`src/verilog/orps_pkg.sv`:
```
package orps_pkg;

   ////////////////////////////////////////////////////////////////////////////////
   // clock and array geometry
   localparam int CLK_PERIOD_NS = 50;
   localparam int ADDR_W        = 18;
   localparam int DATA_W        = 8;
   localparam int TMR_W         = 12;
   localparam int SYNC_STAGES   = 2;
   localparam int MAX_RETRY     = 10;

   ////////////////////////////////////////////////////////////////////////////////
   // times as printed, in ns
   localparam int PULSE_NOM_NS = 100000;
   localparam int PULSE_MIN_NS = 95000;
   localparam int PULSE_MAX_NS = 105000;
   localparam int SETUP_NS     = 2000;
   localparam int HOLD_NS      = 2000;
   localparam int SUPPLY_NS    = 2000;
   localparam int FLOAT_NS     = 130;
   localparam int OE_VALID_NS  = 150;

   ////////////////////////////////////////////////////////////////////////////////
   // cycle counts; least times round up, nominal pulse sits inside min..max
   localparam logic [TMR_W-1:0] PULSE_CYC  = TMR_W'(PULSE_NOM_NS / CLK_PERIOD_NS);
   localparam logic [TMR_W-1:0] SETUP_CYC  =
      TMR_W'((SETUP_NS + CLK_PERIOD_NS - 1) / CLK_PERIOD_NS + 1);
   localparam logic [TMR_W-1:0] HOLD_CYC   =
      TMR_W'((HOLD_NS + CLK_PERIOD_NS - 1) / CLK_PERIOD_NS);
   localparam logic [TMR_W-1:0] SUPPLY_CYC =
      TMR_W'((SUPPLY_NS + CLK_PERIOD_NS - 1) / CLK_PERIOD_NS);
   localparam logic [TMR_W-1:0] FLOAT_CYC  =
      TMR_W'((FLOAT_NS + CLK_PERIOD_NS - 1) / CLK_PERIOD_NS);
   localparam logic [TMR_W-1:0] READ_CYC   =
      TMR_W'((OE_VALID_NS + CLK_PERIOD_NS - 1) / CLK_PERIOD_NS + SYNC_STAGES + 1);
   localparam logic [3:0]       RETRY_LAST = 4'(MAX_RETRY);

   ////////////////////////////////////////////////////////////////////////////////
   // sequencer states and phases
   typedef enum logic [4:0] {
      sIdle, sVccUp, sVppUp, sFloat, sProgSetup, sPulse, sProgHold,
      sRead, sCheck, sVppDown, sVccDown, sIdEnter, sIdExit, sDone
   } orps_state_type;

   typedef enum logic [1:0] {
      mProg, mVerify, mFinal, mId
   } orps_mode_type;

endpackage

```
`src/verilog/orps_timer.sv`:
```
`timescale 1ns/1ns
// one-shot down counter: expired lands so the caller's state lasts exactly load cycles
module orps_timer
   import orps_pkg::*;
#(
   parameter int W = orps_pkg::TMR_W
)
(
   // clock and reset
   input  wire logic         clock,
   input  wire logic         nrst,
   // control
   input  wire logic         start,
   input  wire logic [W-1:0] load,
   // status
   output logic              expired
);

   logic [W-1:0] count_r;
   logic [W-1:0] count_nxt;
   logic         run_r;
   logic         run_nxt;
   logic         expired_r;
   logic         expired_nxt;

   ////////////////////////////////////////////////////////////////////////////////
   // a restart while running simply reloads, so the fsm never sees a stale expiry
   always_comb
   begin
      count_nxt   = count_r;
      run_nxt     = run_r;
      expired_nxt = 1'b0;
      if (start)
      begin
         // one less, since the expiry flop adds a cycle of its own
         count_nxt = load - W'(1);
         run_nxt   = 1'b1;
      end
      else if (run_r)
      begin
         count_nxt = count_r - W'(1);
         if (count_r == W'(1))
         begin
            run_nxt     = 1'b0;
            expired_nxt = 1'b1;
         end
      end
   end

   always_ff @(posedge clock or negedge nrst)
   begin
      if (!nrst)
      begin
         count_r   <= '0;
         run_r     <= 1'b0;
         expired_r <= 1'b0;
      end
      else
      begin
         count_r   <= count_nxt;
         run_r     <= run_nxt;
         expired_r <= expired_nxt;
      end
   end

   assign expired = expired_r;

endmodule

```
`src/verilog/orps_sequencer.sv`:
```
`timescale 1ns/1ns
// programmer-side sequencer for a 256k x 8 otp memory
module orps_sequencer
   import orps_pkg::*;
(
   // clock and reset
   input  wire logic                         clock,
   input  wire logic                         nrst,
   // user commands
   input  wire logic                         startProg,
   input  wire logic                         startId,
   // source image lookup
   output logic [orps_pkg::ADDR_W-1:0]       srcAddr,
   input  wire logic [orps_pkg::DATA_W-1:0]  srcData,
   // user status
   output logic                              busy,
   output logic                              done,
   output logic                              pass,
   output logic                              fail,
   output logic [orps_pkg::DATA_W-1:0]       idMfrCode,
   output logic [orps_pkg::DATA_W-1:0]       idDevCode,
   // memory pins
   output logic [orps_pkg::ADDR_W-1:0]       devAddr,
   output logic [orps_pkg::DATA_W-1:0]       devDataOut,
   output logic                              devDataOe_n,
   input  wire logic [orps_pkg::DATA_W-1:0]  devDataIn,
   output logic                              chipSel_n,
   output logic                              outEn_n,
   output logic                              program_strobe_n,
   output logic                              vccProgHigh,
   output logic                              vppProgHigh,
   output logic                              addressBitNineHv
);

   orps_state_type          st_r;
   orps_state_type          stNxt;
   orps_mode_type           mode_r;
   orps_mode_type           modeNxt;
   logic [ADDR_W-1:0]       addr_r;
   logic [ADDR_W-1:0]       addr_nxt;
   logic [3:0]              retry_r;
   logic [3:0]              retry_nxt;
   logic                    failed_r;
   logic                    failed_nxt;
   logic [DATA_W-1:0]       mfr_r;
   logic [DATA_W-1:0]       mfr_nxt;
   logic [DATA_W-1:0]       dev_r;
   logic [DATA_W-1:0]       dev_nxt;
   logic [DATA_W-1:0]       sync1_r;
   logic [DATA_W-1:0]       sync2_r;
   logic                    tmrStart;
   logic [TMR_W-1:0]        tmrLoad;
   logic                    tmrDone;
   logic                    lastAddr;
   logic                    match;
   // registered pin and status images
   logic [DATA_W-1:0]       dout_r;
   logic [DATA_W-1:0]       dout_nxt;
   logic                    doe_n_r;
   logic                    doe_n_nxt;
   logic                    ce_n_r;
   logic                    ce_n_nxt;
   logic                    oe_n_r;
   logic                    oe_n_nxt;
   logic                    pgm_n_r;
   logic                    pgm_n_nxt;
   logic                    vcc_r;
   logic                    vcc_nxt;
   logic                    vpp_r;
   logic                    vpp_nxt;
   logic                    hv_r;
   logic                    hv_nxt;
   logic                    busy_r;
   logic                    busy_nxt;
   logic                    done_r;
   logic                    done_nxt;
   logic                    pass_r;
   logic                    pass_nxt;
   logic                    fail_r;
   logic                    fail_nxt;

   ////////////////////////////////////////////////////////////////////////////////
   // read data arrives from pins, so it is synchronised before comparison
   always_ff @(posedge clock or negedge nrst)
   begin
      if (!nrst)
      begin
         sync1_r <= '0;
         sync2_r <= '0;
      end
      else
      begin
         sync1_r <= devDataIn;
         sync2_r <= sync1_r;
      end
   end

   assign lastAddr = (addr_r == {ADDR_W{1'b1}});
   assign match    = (sync2_r == srcData);

   ////////////////////////////////////////////////////////////////////////////////
   // shared interval timer for pulses, setups and read waits
   orps_timer #(
      .W       (TMR_W)
   ) u_timer (
      .clock   (clock),
      .nrst    (nrst),
      .start   (tmrStart),
      .load    (tmrLoad),
      .expired (tmrDone)
   );

   ////////////////////////////////////////////////////////////////////////////////
   // sequencer next state
   always_comb
   begin
      stNxt      = st_r;
      modeNxt    = mode_r;
      addr_nxt   = addr_r;
      retry_nxt  = retry_r;
      failed_nxt = failed_r;
      mfr_nxt    = mfr_r;
      dev_nxt    = dev_r;
      pass_nxt   = pass_r;
      fail_nxt   = fail_r;
      done_nxt   = 1'b0;
      case (st_r)
         sIdle:
         begin
            if (startProg)
            begin
               addr_nxt   = '0;
               modeNxt    = mProg;
               retry_nxt  = '0;
               failed_nxt = 1'b0;
               pass_nxt   = 1'b0;
               fail_nxt   = 1'b0;
               stNxt      = sVccUp;
            end
            else if (startId)
            begin
               addr_nxt = '0;
               modeNxt  = mId;
               stNxt    = sIdEnter;
            end
         end
         // core supply first, programming supply after it
         sVccUp:     if (tmrDone) stNxt = sVppUp;
         sVppUp:     if (tmrDone) stNxt = sProgSetup;
         sFloat:     if (tmrDone) stNxt = sProgSetup;
         sProgSetup: if (tmrDone) stNxt = sPulse;
         sPulse:     if (tmrDone) stNxt = sProgHold;
         sProgHold:
         begin
            if (tmrDone)
            begin
               if (mode_r == mProg)
               begin
                  // first pass: no read between pulses
                  if (lastAddr)
                  begin
                     addr_nxt = '0;
                     modeNxt  = mVerify;
                     stNxt    = sRead;
                  end
                  else
                  begin
                     addr_nxt = addr_r + ADDR_W'(1);
                     stNxt    = sProgSetup;
                  end
               end
               else
               begin
                  stNxt = sRead;
               end
            end
         end
         sRead:      if (tmrDone) stNxt = sCheck;
         sCheck:
         begin
            case (mode_r)
               mVerify:
               begin
                  if (match)
                  begin
                     retry_nxt = '0;
                     if (lastAddr)
                        stNxt = sVppDown;
                     else
                     begin
                        addr_nxt = addr_r + ADDR_W'(1);
                        stNxt    = sRead;
                     end
                  end
                  else if (retry_r == RETRY_LAST)
                  begin
                     failed_nxt = 1'b1;
                     stNxt      = sVppDown;
                  end
                  else
                  begin
                     retry_nxt = retry_r + 4'h1;
                     stNxt     = sFloat;
                  end
               end
               mFinal:
               begin
                  if (!match)
                     failed_nxt = 1'b1;
                  if (lastAddr)
                     stNxt = sDone;
                  else
                  begin
                     addr_nxt = addr_r + ADDR_W'(1);
                     stNxt    = sRead;
                  end
               end
               mId:
               begin
                  if (!addr_r[0])
                  begin
                     mfr_nxt  = sync2_r;
                     addr_nxt = {{(ADDR_W-1){1'b0}}, 1'b1};
                     stNxt    = sRead;
                  end
                  else
                  begin
                     dev_nxt = sync2_r;
                     stNxt   = sIdExit;
                  end
               end
               default: stNxt = sIdle;
            endcase
         end
         // programming supply drops first so it never exceeds the core supply
         sVppDown:   if (tmrDone) stNxt = sVccDown;
         sVccDown:
         begin
            if (tmrDone)
            begin
               if (failed_r)
                  stNxt = sDone;
               else
               begin
                  addr_nxt = '0;
                  modeNxt  = mFinal;
                  stNxt    = sRead;
               end
            end
         end
         sIdEnter:   if (tmrDone) stNxt = sRead;
         sIdExit:    if (tmrDone) stNxt = sDone;
         sDone:
         begin
            done_nxt = 1'b1;
            if (mode_r != mId)
            begin
               pass_nxt = !failed_r;
               fail_nxt = failed_r;
            end
            stNxt = sIdle;
         end
         default: stNxt = sIdle;
      endcase
   end

   ////////////////////////////////////////////////////////////////////////////////
   // timer reload on every entry into a timed state
   always_comb
   begin
      tmrLoad  = SETUP_CYC;
      case (stNxt)
         sVccUp, sVppUp, sVppDown, sVccDown, sIdExit: tmrLoad = SUPPLY_CYC;
         sFloat:    tmrLoad = FLOAT_CYC;
         sPulse:    tmrLoad = PULSE_CYC;
         sProgHold: tmrLoad = HOLD_CYC;
         sRead:     tmrLoad = READ_CYC;
         default:   tmrLoad = SETUP_CYC;
      endcase
      tmrStart = (stNxt != st_r) &&
                 (stNxt != sIdle) && (stNxt != sCheck) && (stNxt != sDone);
   end

   ////////////////////////////////////////////////////////////////////////////////
   // pin images follow the next state, so the strobe is low for exactly the pulse count
   always_comb
   begin
      ce_n_nxt  = (stNxt == sIdle) || (stNxt == sDone);
      pgm_n_nxt = (stNxt != sPulse);
      oe_n_nxt  = !((stNxt == sRead) || (stNxt == sCheck));
      doe_n_nxt = !((stNxt == sProgSetup) || (stNxt == sPulse) || (stNxt == sProgHold));
      dout_nxt  = doe_n_nxt ? dout_r : srcData;
      vcc_nxt   = vcc_r;
      vpp_nxt   = vpp_r;
      hv_nxt    = hv_r;
      busy_nxt  = (stNxt != sIdle);
      case (stNxt)
         sVccUp:   vcc_nxt = 1'b1;
         sVppUp:   vpp_nxt = 1'b1;
         sVppDown: vpp_nxt = 1'b0;
         sVccDown: vcc_nxt = 1'b0;
         sIdEnter: hv_nxt  = 1'b1;
         sIdExit:  hv_nxt  = 1'b0;
         sIdle:
         begin
            vcc_nxt = 1'b0;
            vpp_nxt = 1'b0;
            hv_nxt  = 1'b0;
         end
         default:  hv_nxt  = hv_r;
      endcase
   end

   ////////////////////////////////////////////////////////////////////////////////
   // state registers
   always_ff @(posedge clock or negedge nrst)
   begin
      if (!nrst)
      begin
         st_r     <= sIdle;
         mode_r   <= mProg;
         addr_r   <= '0;
         retry_r  <= '0;
         failed_r <= 1'b0;
         mfr_r    <= '0;
         dev_r    <= '0;
         dout_r   <= '0;
         doe_n_r  <= 1'b1;
         ce_n_r   <= 1'b1;
         oe_n_r   <= 1'b1;
         pgm_n_r  <= 1'b1;
         vcc_r    <= 1'b0;
         vpp_r    <= 1'b0;
         hv_r     <= 1'b0;
         busy_r   <= 1'b0;
         done_r   <= 1'b0;
         pass_r   <= 1'b0;
         fail_r   <= 1'b0;
      end
      else
      begin
         st_r     <= stNxt;
         mode_r   <= modeNxt;
         addr_r   <= addr_nxt;
         retry_r  <= retry_nxt;
         failed_r <= failed_nxt;
         mfr_r    <= mfr_nxt;
         dev_r    <= dev_nxt;
         dout_r   <= dout_nxt;
         doe_n_r  <= doe_n_nxt;
         ce_n_r   <= ce_n_nxt;
         oe_n_r   <= oe_n_nxt;
         pgm_n_r  <= pgm_n_nxt;
         vcc_r    <= vcc_nxt;
         vpp_r    <= vpp_nxt;
         hv_r     <= hv_nxt;
         busy_r   <= busy_nxt;
         done_r   <= done_nxt;
         pass_r   <= pass_nxt;
         fail_r   <= fail_nxt;
      end
   end

   ////////////////////////////////////////////////////////////////////////////////
   // outputs straight from flops
   assign srcAddr          = addr_r;
   assign devAddr          = addr_r;
   assign devDataOut       = dout_r;
   assign devDataOe_n      = doe_n_r;
   assign chipSel_n        = ce_n_r;
   assign outEn_n          = oe_n_r;
   assign program_strobe_n = pgm_n_r;
   assign vccProgHigh      = vcc_r;
   assign vppProgHigh      = vpp_r;
   assign addressBitNineHv = hv_r;
   assign busy             = busy_r;
   assign done             = done_r;
   assign pass             = pass_r;
   assign fail             = fail_r;
   assign idMfrCode        = mfr_r;
   assign idDevCode        = dev_r;

endmodule

```
`config.mk`:
```
export PLATFORM = sky130hd
export DESIGN_NAME = orps_sequencer
export DESIGN_NICKNAME = d
export VERILOG_FILES = /design/src/verilog/orps_pkg.sv /design/src/verilog/orps_timer.sv /design/src/verilog/orps_sequencer.sv
export SDC_FILE = /design/constraint.sdc
export NUM_CORES = 1
export LEC_CHECK = 0
export BUFFER_PORTS_ARGS = -buffer_cell sky130_fd_sc_hd__buf_2
export CORE_ASPECT_RATIO = 0.8
export CORE_MARGIN = 5
export CORE_UTILIZATION = 57
export CTS_CLUSTER_DIAMETER = 120
export CTS_CLUSTER_SIZE = 12
export DETAILED_ROUTE_END_ITERATION = 6
export PLACE_DENSITY_LB_ADDON = 0.12
export SYNTH_ARGS = -nofsm -noshare
export SYNTH_HDL_FRONTEND = slang
export SYNTH_HIERARCHICAL = 1
export SYNTH_SLANG_ARGS = --single-unit
```
`constraint.sdc`:
```
create_clock -name clock -period 4.8 [get_ports clock]
set_input_delay 0.24 -clock clock [delete_from_list [all_inputs] [get_ports clock]]
set_output_delay 0.24 -clock clock [all_outputs]
set_load 0.05 [all_outputs]
```
==> reports/results.ini, run 1 <==
[floorplanning]
core_sq_mm = 0.00949
fp.dieArea_sq_mm = 0.0117
start_util = 0.576
dieHeight_um = 97.6
rows = 32
die_w_um = 119
io_pins = 91

[sta]
slew_viol_final = 0
period_minus_slack_ns = 3.97
rsz0062_at_grt = false
relSlewSlack = 0.425
tightest_slew_ns = 0.861
setup_viol = 0
skew_ns = 0.00420
timing.final.crit_share = 0.827
timing.final.ws_setup_ns = 0.831
max_freq_mhz = 252
finalHoldViolCount = 0
tns_ns = 0

[setup_path]
cp_slowest_cell = nor4_2
reg2reg_depth = 15
critPathMaxStageDelay_ns = 0.54
crit_chain = ha_1 > nand3_4 > or4_1 > o21ai_1 > nor2_1 > o211a_1 > inv_1 > ha_1 > nand2_1 > o21ai_1 > nand2_1 > nor4_2 > nor3b_1 > xnor2_1 > mux2i_1
crit_fanout = 9
worstSetupEndpointType = flop
critPathArrivalTime_ns = 4.19
crit_type = flop to flop
rrSetupSlack_ns = 0.83
cp-start-kind = flop
critPathRequiredTime_ns = 5.03

[routing]
totalWireLength_um = 12300
drt-initial-drc-count = 422
dr.pass1.iters = 5
num_vias = 4287
route.detailed.drc = 0
vias_per_cell = 5.83
drt-wirelength-per-cell_um = 16.7
ant_nets = 0

[cts]
cts_buffers = 9
cts_tree = done
clkTransAtPathRegs_ns = 0.07
root_buffer = clkbuf_16
clk_latency_ns = 0.34
cts_max_path_buffers = 2
ctsHtreeMaxLevel = 3
cts_resized = 0
clock-sinks = 95

[global_routing]
grt_pass1_wl_um = 21100
grt_pass1_vias = 4171
antenna_found_initial = 0
overflow = 0
grtUsageTotal = 0.220
grt_max_degree = 63

[run_status]
status = completed

[finish]
regArea_sq_mm = 0.00238
fill_cells = 754
postLayoutCoreUtil = 0.658
syn2layout_area_growth_pct = 14.2
final_nets = 645
stdcell_area_sq_mm = 0.00624
drive_above_1_share = 0.279
multi_input_comb_area_sq_mm = 0.00276
num_antenna_cells = 0

[synthesis]
ys_warn_count = 6
syn_avg_cell_area_sq_um = 10.2
syn-cell-area_sq_mm = 0.00546
syn_inst = 535
yosysSeqAreaShare = 0.436
synth_cell_type_count = 85
synth_seq_cells = 95
synth_edf_count = 0
ys.flop_type = dfrtp_1
async_flop_share = 1.00

[place]
gp_congestion = 0.874
hpwl_um = 8850
io_buffers = 90
placed_area_sq_mm = 0.00585
place_ws_ns = 0.841

[worst_hold_path]
whs_path_depth = 2
min_path_type = input pin to flop

[power_and_ir_drop]
power_density_mw_per_mm2 = 502
ir_drop_v = 0.000393
leakagePower_nw = 2.96

[run]
max_cap_viol_count = 0

[cells by family after synthesis]
logic type / after synthesis / synth area share
compound gates: 117 / 0.140
xor+xnor: 30 / 0.0481
fa+ha+maj: 14 / 0.0321
buf+inv: 58 / 0.0595
flops: 95 / 0.436
mux: 34 / 0.0735
other cells: 1 / 0.000686
simple gates: 186 / 0.210
[Yosys cell counts (3+ instances only)]
cell / count / area, sq um
dfrtp_1: 91 / 2280
nand2_1: 41 / 154
nor2_1: 37 / 139
o21ai_0: 32 / 160
a21oi_1: 20 / 100
xor2_1: 20 / 175
buf_4: 19 / 143
inv_1: 17 / 63.8
mux2_2: 16 / 180
ha_1: 14 / 175
o21ai_1: 14 / 70.1
nand3_1: 12 / 60.1
nand4_1: 12 / 75.1
buf_2: 10 / 50.1
nor2b_1: 10 / 62.6
xnor2_1: 10 / 87.6
mux2i_1: 9 / 90.1
nor3_1: 9 / 45.0
clkbuf_1: 8 / 30.0
mux2_4: 8 / 120
and2_1: 7 / 43.8
nand2b_1: 7 / 43.8
o31ai_1: 7 / 52.6
and3_1: 5 / 31.3
nor4_4: 5 / 106
o22ai_1: 5 / 31.3
dfstp_2: 4 / 105
o211ai_1: 4 / 30.0
a2bb2oi_1: 3 / 26.3
a31oi_1: 3 / 18.8
and3b_1: 3 / 26.3
o21a_1: 3 / 22.5
o22a_1: 3 / 26.3
o32a_1: 3 / 30.0
or3_1: 3 / 18.8
[final timing paths]
check / start / to
max in group asynchronous: nrst / sync2_r[7]
min in group asynchronous: nrst / devAddr[14]
hold reg to reg: sync1_r[2] / sync2_r[2]
hold / removal: srcData[4] / devDataOut[4]
setup reg to reg: devAddr[0] / u_timer/count_r[8]
setup / recovery: devAddr[0] / u_timer/count_r[8]
[timing repair]
| action | in CTS | in global routing |
|---|---|---|
| hold buffers | 9 | 0 |
| hold endpoints to repair | 38 | 0 |
| setup buffers | 0 | 0 |
[power by group]
group | switching (W) | internal, W
Clock | 0.000340 | 0.000368
Sequential | 0.000167 | 0.000965
Combinational | 0.000852 | 0.000440
[per-layer routing]
layer  wire [um]  GRT usage
met2        5570      0.327
met1        5690      0.316
met5           0          0
met3         872     0.0576
met4         175     0.0643
[cells in the final DEF (no fill, tap or decap), types with 14 or more instances in the layout]
| master | synthesis | layout |
|---|---|---|
| a21oi_1 | 20 | 20 |
| buf_2 | 10 | 89 |
| dfrtp_1 | 91 | 91 |
| ha_1 | 14 | 14 |
| inv_1 | 17 | 17 |
| mux2_2 | 16 | 16 |
| nand2_1 | 41 | 41 |
| nor2_1 | 37 | 37 |
| o21ai_0 | 32 | 32 |
| o21ai_1 | 14 | 14 |
| xor2_1 | 20 | 20 |
[final cells by class]
class	count	share of cell area
well taps	119	0.0239
multi-input cells	383	0.442
clock buffers	9	0.0361
flip-flops and latches	95	0.382
repair buffers	102	0.0906
clock inverters	7	0.0124
inverters	20	0.0132
[critical path: cells and delay by family, from the launching register on]
family / cells / cell delay (ns)
fa+ha+maj: 2 / 0.50
xor+xnor: 1 / 0.15
mux: 1 / 0.09
flops: 1 / 0.49
buf+inv: 1 / 0.10
compound gates: 3 / 0.68
simple gates: 7 / 1.84
[state kept, by name, summed over array words and instances, names as in the netlist, 2 cells and up]
name             cells
st_r                 5
devAddr             18
devDataOut           8
sync1_r              8
mode_r               2
sync2_r              8
retry_r              4
idMfrCode            8
idDevCode            8
u_timer/count_r     12
[stage by stage]
| step | std cells | total power [W] | hold WS [ns] |
|---|---|---|---|
| final | 735 | 0.00313 | 0.150 |
| after global placement | 710 | 0.00240 | 0.217 |
| after detailed placement | 710 | 0.00243 | 0.219 |
| after floorplan | 536 | 0.00213 | -0.0556 |
| after global routing | 735 | 0.00333 | 0.149 |
| after CTS | 735 | 0.00316 | 0.142 |
Note: power is estimated with default switching activity, not from simulation.
==> run 2, diff against run 1 <==
Settings changed: ABC_AREA set to 1, CORE_UTILIZATION 57 to 52.
Clock period 4.8 ns to 3.5 ns, I/O delays scaled along.
==> reports/results.ini, run 2 <==
[run_status]
status = completed

[run]
max_cap_viol_count = 0

[sta]
rsz0062_at_grt = false
timing.final.crit_share = 0.916
timing.final.ws_setup_ns = 0.295
period_minus_slack_ns = 3.21
tightest_slew_ns = 0.608
setup_viol = 0
finalHoldViolCount = 0
tns_ns = 0
skew_ns = 0.00782
relSlewSlack = 0.594
max_freq_mhz = 312
slew_viol_final = 0

[routing]
totalWireLength_um = 14300
vias_per_cell = 5.18
drt-initial-drc-count = 443
route.detailed.drc = 0
num_vias = 5425
drt-wirelength-per-cell_um = 13.6
ant_nets = 0
dr.pass1.iters = 5

[synthesis]
ys_top_cells_by_count = nand2_1, inv_1, dfrtp_1
syn-cell-area_sq_mm = 0.00586
netlist_top_cells_area = dfrtp_1, nand2_1, inv_1
ys_warn_count = 6
yosysTopAreaCellShare = 0.389
ys.flop_type = dfrtp_1
yosysMostFrequentCell = nand2_1
async_flop_share = 1.00
synth_cell_type_count = 40
synth_area_leader_cell = dfrtp_1
yosysSeqAreaShare = 0.407
syn_avg_cell_area_sq_um = 7.30
syn_inst = 803
synth_edf_count = 0
synth_seq_cells = 95

[finish]
final_cell_mix = nand2_1, inv_1, dfrtp_1
final_nets = 934
finalNonFillerCells = 1048
largest_reg_flops = 18
drive_above_1_share = 0.212
final_common_cell = nand2_1
fill_cells = 994
stdcell_area_sq_mm = 0.00681
num_antenna_cells = 0
syn2layout_area_growth_pct = 16.2

[setup_path]
cp-start-kind = flop
critPathRequiredTime_ns = 3.72
reg2reg_to = u_timer/count_r[7]
cpMostUsedCell = nand2_1
cp_top_family = simple AND/OR/NAND/NOR gates
rrSetupSlack_ns = 0.29
crit_type = flop to flop
worstSetupEndpointType = flop
cp_slowest_cell = dfrtp_1
r2r_start = st_r[0]
critPathMaxStageDelay_ns = 0.45
critPathArrivalTime_ns = 3.43
critPathBufInv = 7
reg2reg_depth = 22
crit_fanout = 13
crit_chain = nor2_2 > nand2_1 > nor2_2 > inv_2 > nand2_1 > nor2_1 > nand2_1 > nand2_1 > inv_1 > nand2_1 > inv_1 > ha_2 > nand3_1 > nand2_1 > inv_1 > nand2_1 > clkinvlp_4 > clkinv_4 > buf_4 > nand3_1 > nand3_1 > o21ai_0

[power_and_ir_drop]
p_sw_frac = 0.425
power_density_mw_per_mm2 = 561
p_seq_frac = 0.381
leakagePower_nw = 3.61
p_comb_frac = 0.372
clkPwrFrac = 0.247
ir_drop_v = 0.000380
intPower_w = 0.00220
p_total_w = 0.00382
p_switching_w = 0.00163

[global_routing]
grt_pass1_wl_um = 24200
overflow = 0
grt_max_degree = 44
antenna_found_initial = 0
grtUsageTotal = 0.217
grt_pass1_vias = 4989

[place]
place_ws_ns = 0.190
gp_congestion = 0.952
place_inst = 1018
placed_area_sq_mm = 0.00636
hpwl_um = 10900
io_buffers = 90

[worst_hold_path]
min_path_type = input pin to flop
hold_start = srcData[5]
worst_hold_path.endpoint = devDataOut[5]
whs_path_depth = 3

[floorplanning]
dieHeight_um = 105
die_w_um = 129
core_sq_mm = 0.0109
rows = 34
io_pins = 91
fp.dieArea_sq_mm = 0.0135
start_util = 0.536

[cts]
ctsHtreeMaxLevel = 3
clk_latency_ns = 0.34
clkTransAtPathRegs_ns = 0.07
clock-sinks = 95
root_buffer = clkbuf_16
cts_buffers = 9
cts_max_path_buffers = 2
cts_tree = done

==> run 2: changes by cell type in the layout (fill, tap and decap cells not counted), moves of 13 or more <==
cell / previous run / this run
buf_4: 4 / 17
nand2_1: 41 / 231
nor2_1: 37 / 73
inv_1: 17 / 92
mux2_2: 16 / 0
nand3_1: 12 / 69
nor2_2: 1 / 14
o21ai_0: 32 / 49
==> run 2: power by group through the flow <==
stage                     sequential [W]  combinational, W  clock, W
after detailed placement         0.00147           0.00138         0
after global routing             0.00148           0.00157   0.00102
after CTS                        0.00145           0.00139  0.000965
final                            0.00146           0.00142  0.000944
after floorplan                  0.00180          0.000706         0
after global placement           0.00146           0.00136         0
==> run 2: stage by stage <==
| stage | utilization | hold slack [ns] |
|---|---|---|
| after global placement | 0.582 | 0.127 |
| after CTS | 0.615 | 0.101 |
| after global routing | 0.623 | 0.119 |
| after floorplan | - | -0.121 |
| final | 0.623 | 0.109 |
| after detailed placement | 0.582 | 0.135 |
==> run 2: worst max path at each step <==
stage	start	end	slack (ns)	cells after the start
global placement	devAddr[1]	u_timer/count_r[8]	0.39	23
finish	st_r[0]	u_timer/count_r[7]	0.29	22
global route	devAddr[1]	u_timer/expired	0.02	22
CTS	devAddr[1]	u_timer/expired	0.15	23
floorplan	devAddr[0]	u_timer/count_r[6]	0.12	21
detailed placement	devAddr[1]	u_timer/expired	0.19	23
==> run 2: worst register-to-register path, stage by stage (launching register included) <==
cell and delay, ns:
dfrtp_1 0.45, nor2_2 0.22, nand2_1 0.14, nor2_2 0.14, inv_2 0.13, nand2_1 0.10
nor2_1 0.05, nand2_1 0.09, nand2_1 0.06, inv_1 0.06, nand2_1 0.12, inv_1 0.16
ha_2 0.24, nand3_1 0.11, nand2_1 0.08, inv_1 0.04, nand2_1 0.10, clkinvlp_4 0.24
clkinv_4 0.14, buf_4 0.17, nand3_1 0.09, nand3_1 0.09, o21ai_0 0.08
==> run 2: cell type report <==
class,count,area (sq um),share of cell area
clock inverters,6,53.8,0.00790
multi-input cells,573,2890,0.425
flip-flops and latches,95,2380,0.350
well taps,144,180,0.0265
clock buffers,9,225,0.0331
inverters,106,409,0.0601
repair buffers,115,663,0.0974
==> run 2: metal layers <==
metal | global-route usage | part of all wire | wire, um
met5 | 0 | 0 | 0
met4 | 0.0435 | 0.0095 | 136
met3 | 0.0403 | 0.069 | 985
met2 | 0.326 | 0.44 | 6330
met1 | 0.328 | 0.48 | 6810
==> run 2: timing repair <==
action,in CTS,in global routing
endpoints found under the hold margin,36,0
hold buffers,9,0
setup endpoints to repair,0,13
resized for setup,0,12
buffers inserted,0,6
==> run 2: cell families (layout without fill, tap and decap cells) <==
family / Yosys count / in the layout / share of synthesized area
AND/OR/NAND/NOR: 441 / 441 / 0.333
AO/OA/AOI/OAI: 92 / 92 / 0.0903
adder cells (fa/ha/maj): 14 / 14 / 0.0299
XOR/XNOR: 23 / 23 / 0.0344
other: 1 / 3 / 0.000640
buffers and inverters: 137 / 236 / 0.105
flip-flops: 95 / 95 / 0.407
==> run 3, diff against run 2 <==
Settings changed: SYNTH_HIERARCHICAL 1 to unset.
==> reports/results.ini, run 3 <==
[run_status]
status = finished with violations
violations = hold timing

[finish]
drive_above_1_share = 0.202
final_common_cell = nand2_1
num_antenna_cells = 0
final_cell_mix = nand2_1, inv_1, dfrtp_1
final_nets = 878
postLayoutCoreUtil = 0.628
syn2layout_area_growth_pct = 16.3
largest_reg_flops = 18
finalNonFillerCells = 988

[setup_path]
worstSetupEndpointType = flop
r2r_start = st_r[1]
crit_fanout = 7
crit_type = flop to flop
critPathArrivalTime_ns = 3.41
critPathRequiredTime_ns = 3.78
cp-start-kind = flop
cp-startpoint = st_r[1]

[sta]
tightest_slew_ns = 1.00
tns_ns = 0
skew_ns = 0.0124
relSlewSlack = 0.330
finalHoldViolCount = 7
timing.hold.ws_ns = -0.00807
timing.final.ws_setup_ns = 0.369
slew_viol_final = 0
timing.final.crit_share = 0.895
setup_viol = 0
period_minus_slack_ns = 3.13
max_freq_mhz = 319

[synthesis]
synth_xor_area_frac = 0.0204
synth_cell_type_count = 43
synth_edf_count = 0
ys.flop_type = dfrtp_1
async_flop_share = 1.00
synth-compound-area-share = 0.0917
yosysTopAreaCellShare = 0.407
synth_seq_cells = 95
yosysSeqAreaShare = 0.426
syn_nets = 789
ys_top_cells_by_count = nand2_1, inv_1, dfrtp_1
yosysMostFrequentCell = nand2_1
synth_top_family_by_area = simple AND/OR/NAND/NOR gates
netlist_top_cells_area = dfrtp_1, nand2_1, inv_1
synth-simple-area-share = 0.317
synth_area_leader_cell = dfrtp_1
syn-cell-area_sq_mm = 0.00559
syn_avg_cell_area_sq_um = 7.42
syn_inst = 754
synth_mux_area_frac = 0
ys_warn_count = 0
synth_adder_area_share = 0.0335

[global_routing]
overflow = 0
grt_pass1_vias = 4785
grt_pass1_wl_um = 22800
grtUsageTotal = 0.215
antenna_found_initial = 0
grt_max_degree = 80

[cts]
clock-sinks = 95
cts_tree = done
postCtsSetupBuffers = 0
root_buffer = clkbuf_16
cts_buffers = 9
clk_latency_ns = 0.34
ctsHtreeMaxLevel = 3
cts_max_path_buffers = 2
clkTransAtPathRegs_ns = 0.07

[routing]
ant_nets = 0
drt-initial-drc-count = 431
num_vias = 5024
route.detailed.drc = 0
totalWireLength_um = 13200
vias_per_cell = 5.09
dr.pass1.iters = 5
drt-wirelength-per-cell_um = 13.4

[floorplanning]
rows = 33
core_sq_mm = 0.0104
start_util = 0.540
dieHeight_um = 103
io_pins = 91
die_w_um = 126
fp.dieArea_sq_mm = 0.0129

[place]
place_inst = 964
hpwl_um = 9970
gp_congestion = 0.895
io_buffers = 90
place_ws_ns = 0.254

[power_and_ir_drop]
leakagePower_nw = 3.51
ir_drop_v = 0.000385
power_density_mw_per_mm2 = 684

[worst_hold_path]
min_path_type = input pin to asynchronous set/reset pin

[run]
max_cap_viol_count = 0

==> run 3: cell count changes after synthesis, sizes merged, moves of 3 or more <==
| cell | previous run | this run |
|---|---|---|
| clkbuf | 5 | 2 |
| inv | 106 | 109 |
| nand2 | 244 | 227 |
| nand3 | 72 | 56 |
| nand4 | 10 | 6 |
| nor2 | 94 | 87 |
| nor3 | 17 | 11 |
| nor3b | 0 | 4 |
| o21ai | 57 | 61 |
| xor2 | 17 | 9 |
==> run 3: final timing paths <==
check                                           end  slack, ns  depth (start not counted)
worst max-delay path            u_timer.count_r[10]       0.37                         25
worst min-delay path                     devAddr[5]     -0.008                          1
worst max register to register  u_timer.count_r[10]       0.37                         25
worst min register to register           sync2_r[5]       0.35                          0
max in group asynchronous              idMfrCode[1]       2.66                          2
min in group clock                         failed_r       0.04                          2
==> run 3: metrics by stage <==
stage	hold slack (ns)	cell area, sq um	power (W)
floorplan	-0.121	5590	0.00302
global placement	0.284	6070	0.00341
detailed placement	0.284	6070	0.00345
CTS	0.0350	6460	0.00444
global route	0.0374	6510	0.00478
finish	-0.00807	6510	0.00445
==> run 3: cells by family after synthesis <==
kind of cell | after synthesis
flip-flops | 95
AND/OR/NAND/NOR | 398
adder cells (fa/ha/maj) | 15
AO/OA/AOI/OAI | 95
XOR/XNOR | 13
buffers and inverters | 137
other | 1
==> run 3: where the power goes <==
| group | internal (W) | switching, W | leakage (nW) |
|---|---|---|---|
| sequential | 0.00132 | 0.000171 | 1.22 |
| combinational | 0.000566 | 0.00140 | 2.14 |
| clock | 0.000535 | 0.000452 | 0.147 |
==> run 3: routing by layer <==
metal,wire length [um],up-vias,part of all wire,global-route usage
met5,0,-,0,0
met4,179,0,0.014,0.0536
met3,787,16,0.059,0.0513
met1,6450,2318,0.49,0.299
met2,5830,142,0.44,0.346
li1,-,2548,-,-
==> run 3: layout make-up <==
type,instances,area (sq um)
Tap cell,140,175
Fill cell,949,3860
Multi-Input combinational cell,522,2640
Timing Repair Buffer,105,586
Sequential cell,95,2380
Clock inverter,5,52.6
Clock buffer,11,253
Inverter,110,418
==> run 3: critical path, cell delays in order (launching register included) <==
cell and delay (ns):
dfrtp_1 0.53, inv_2 0.08, nor2_1 0.20, nand3_1 0.17, nand2_1 0.14, nor2_1 0.07
nor2_1 0.08, nand2_1 0.05, nand2_1 0.09, nand2_1 0.09, nand2_2 0.12, ha_1 0.24
nand3_1 0.10, nand2_1 0.06, nand2_1 0.05, nand2_1 0.09, inv_1 0.09, ha_1 0.18
inv_1 0.05, nor2_1 0.13, nand2_1 0.09, nand2_1 0.07, nand3_1 0.12, nand2_1 0.10
nand2_1 0.06, nand2_1 0.05
==> run 3: what timing repair did <==
item | CTS | global route
endpoints found under the hold margin | 8 | 0
gates resized for setup | 0 | 14
hold buffers | 8 | 0
endpoints found under the setup margin | 0 | 5
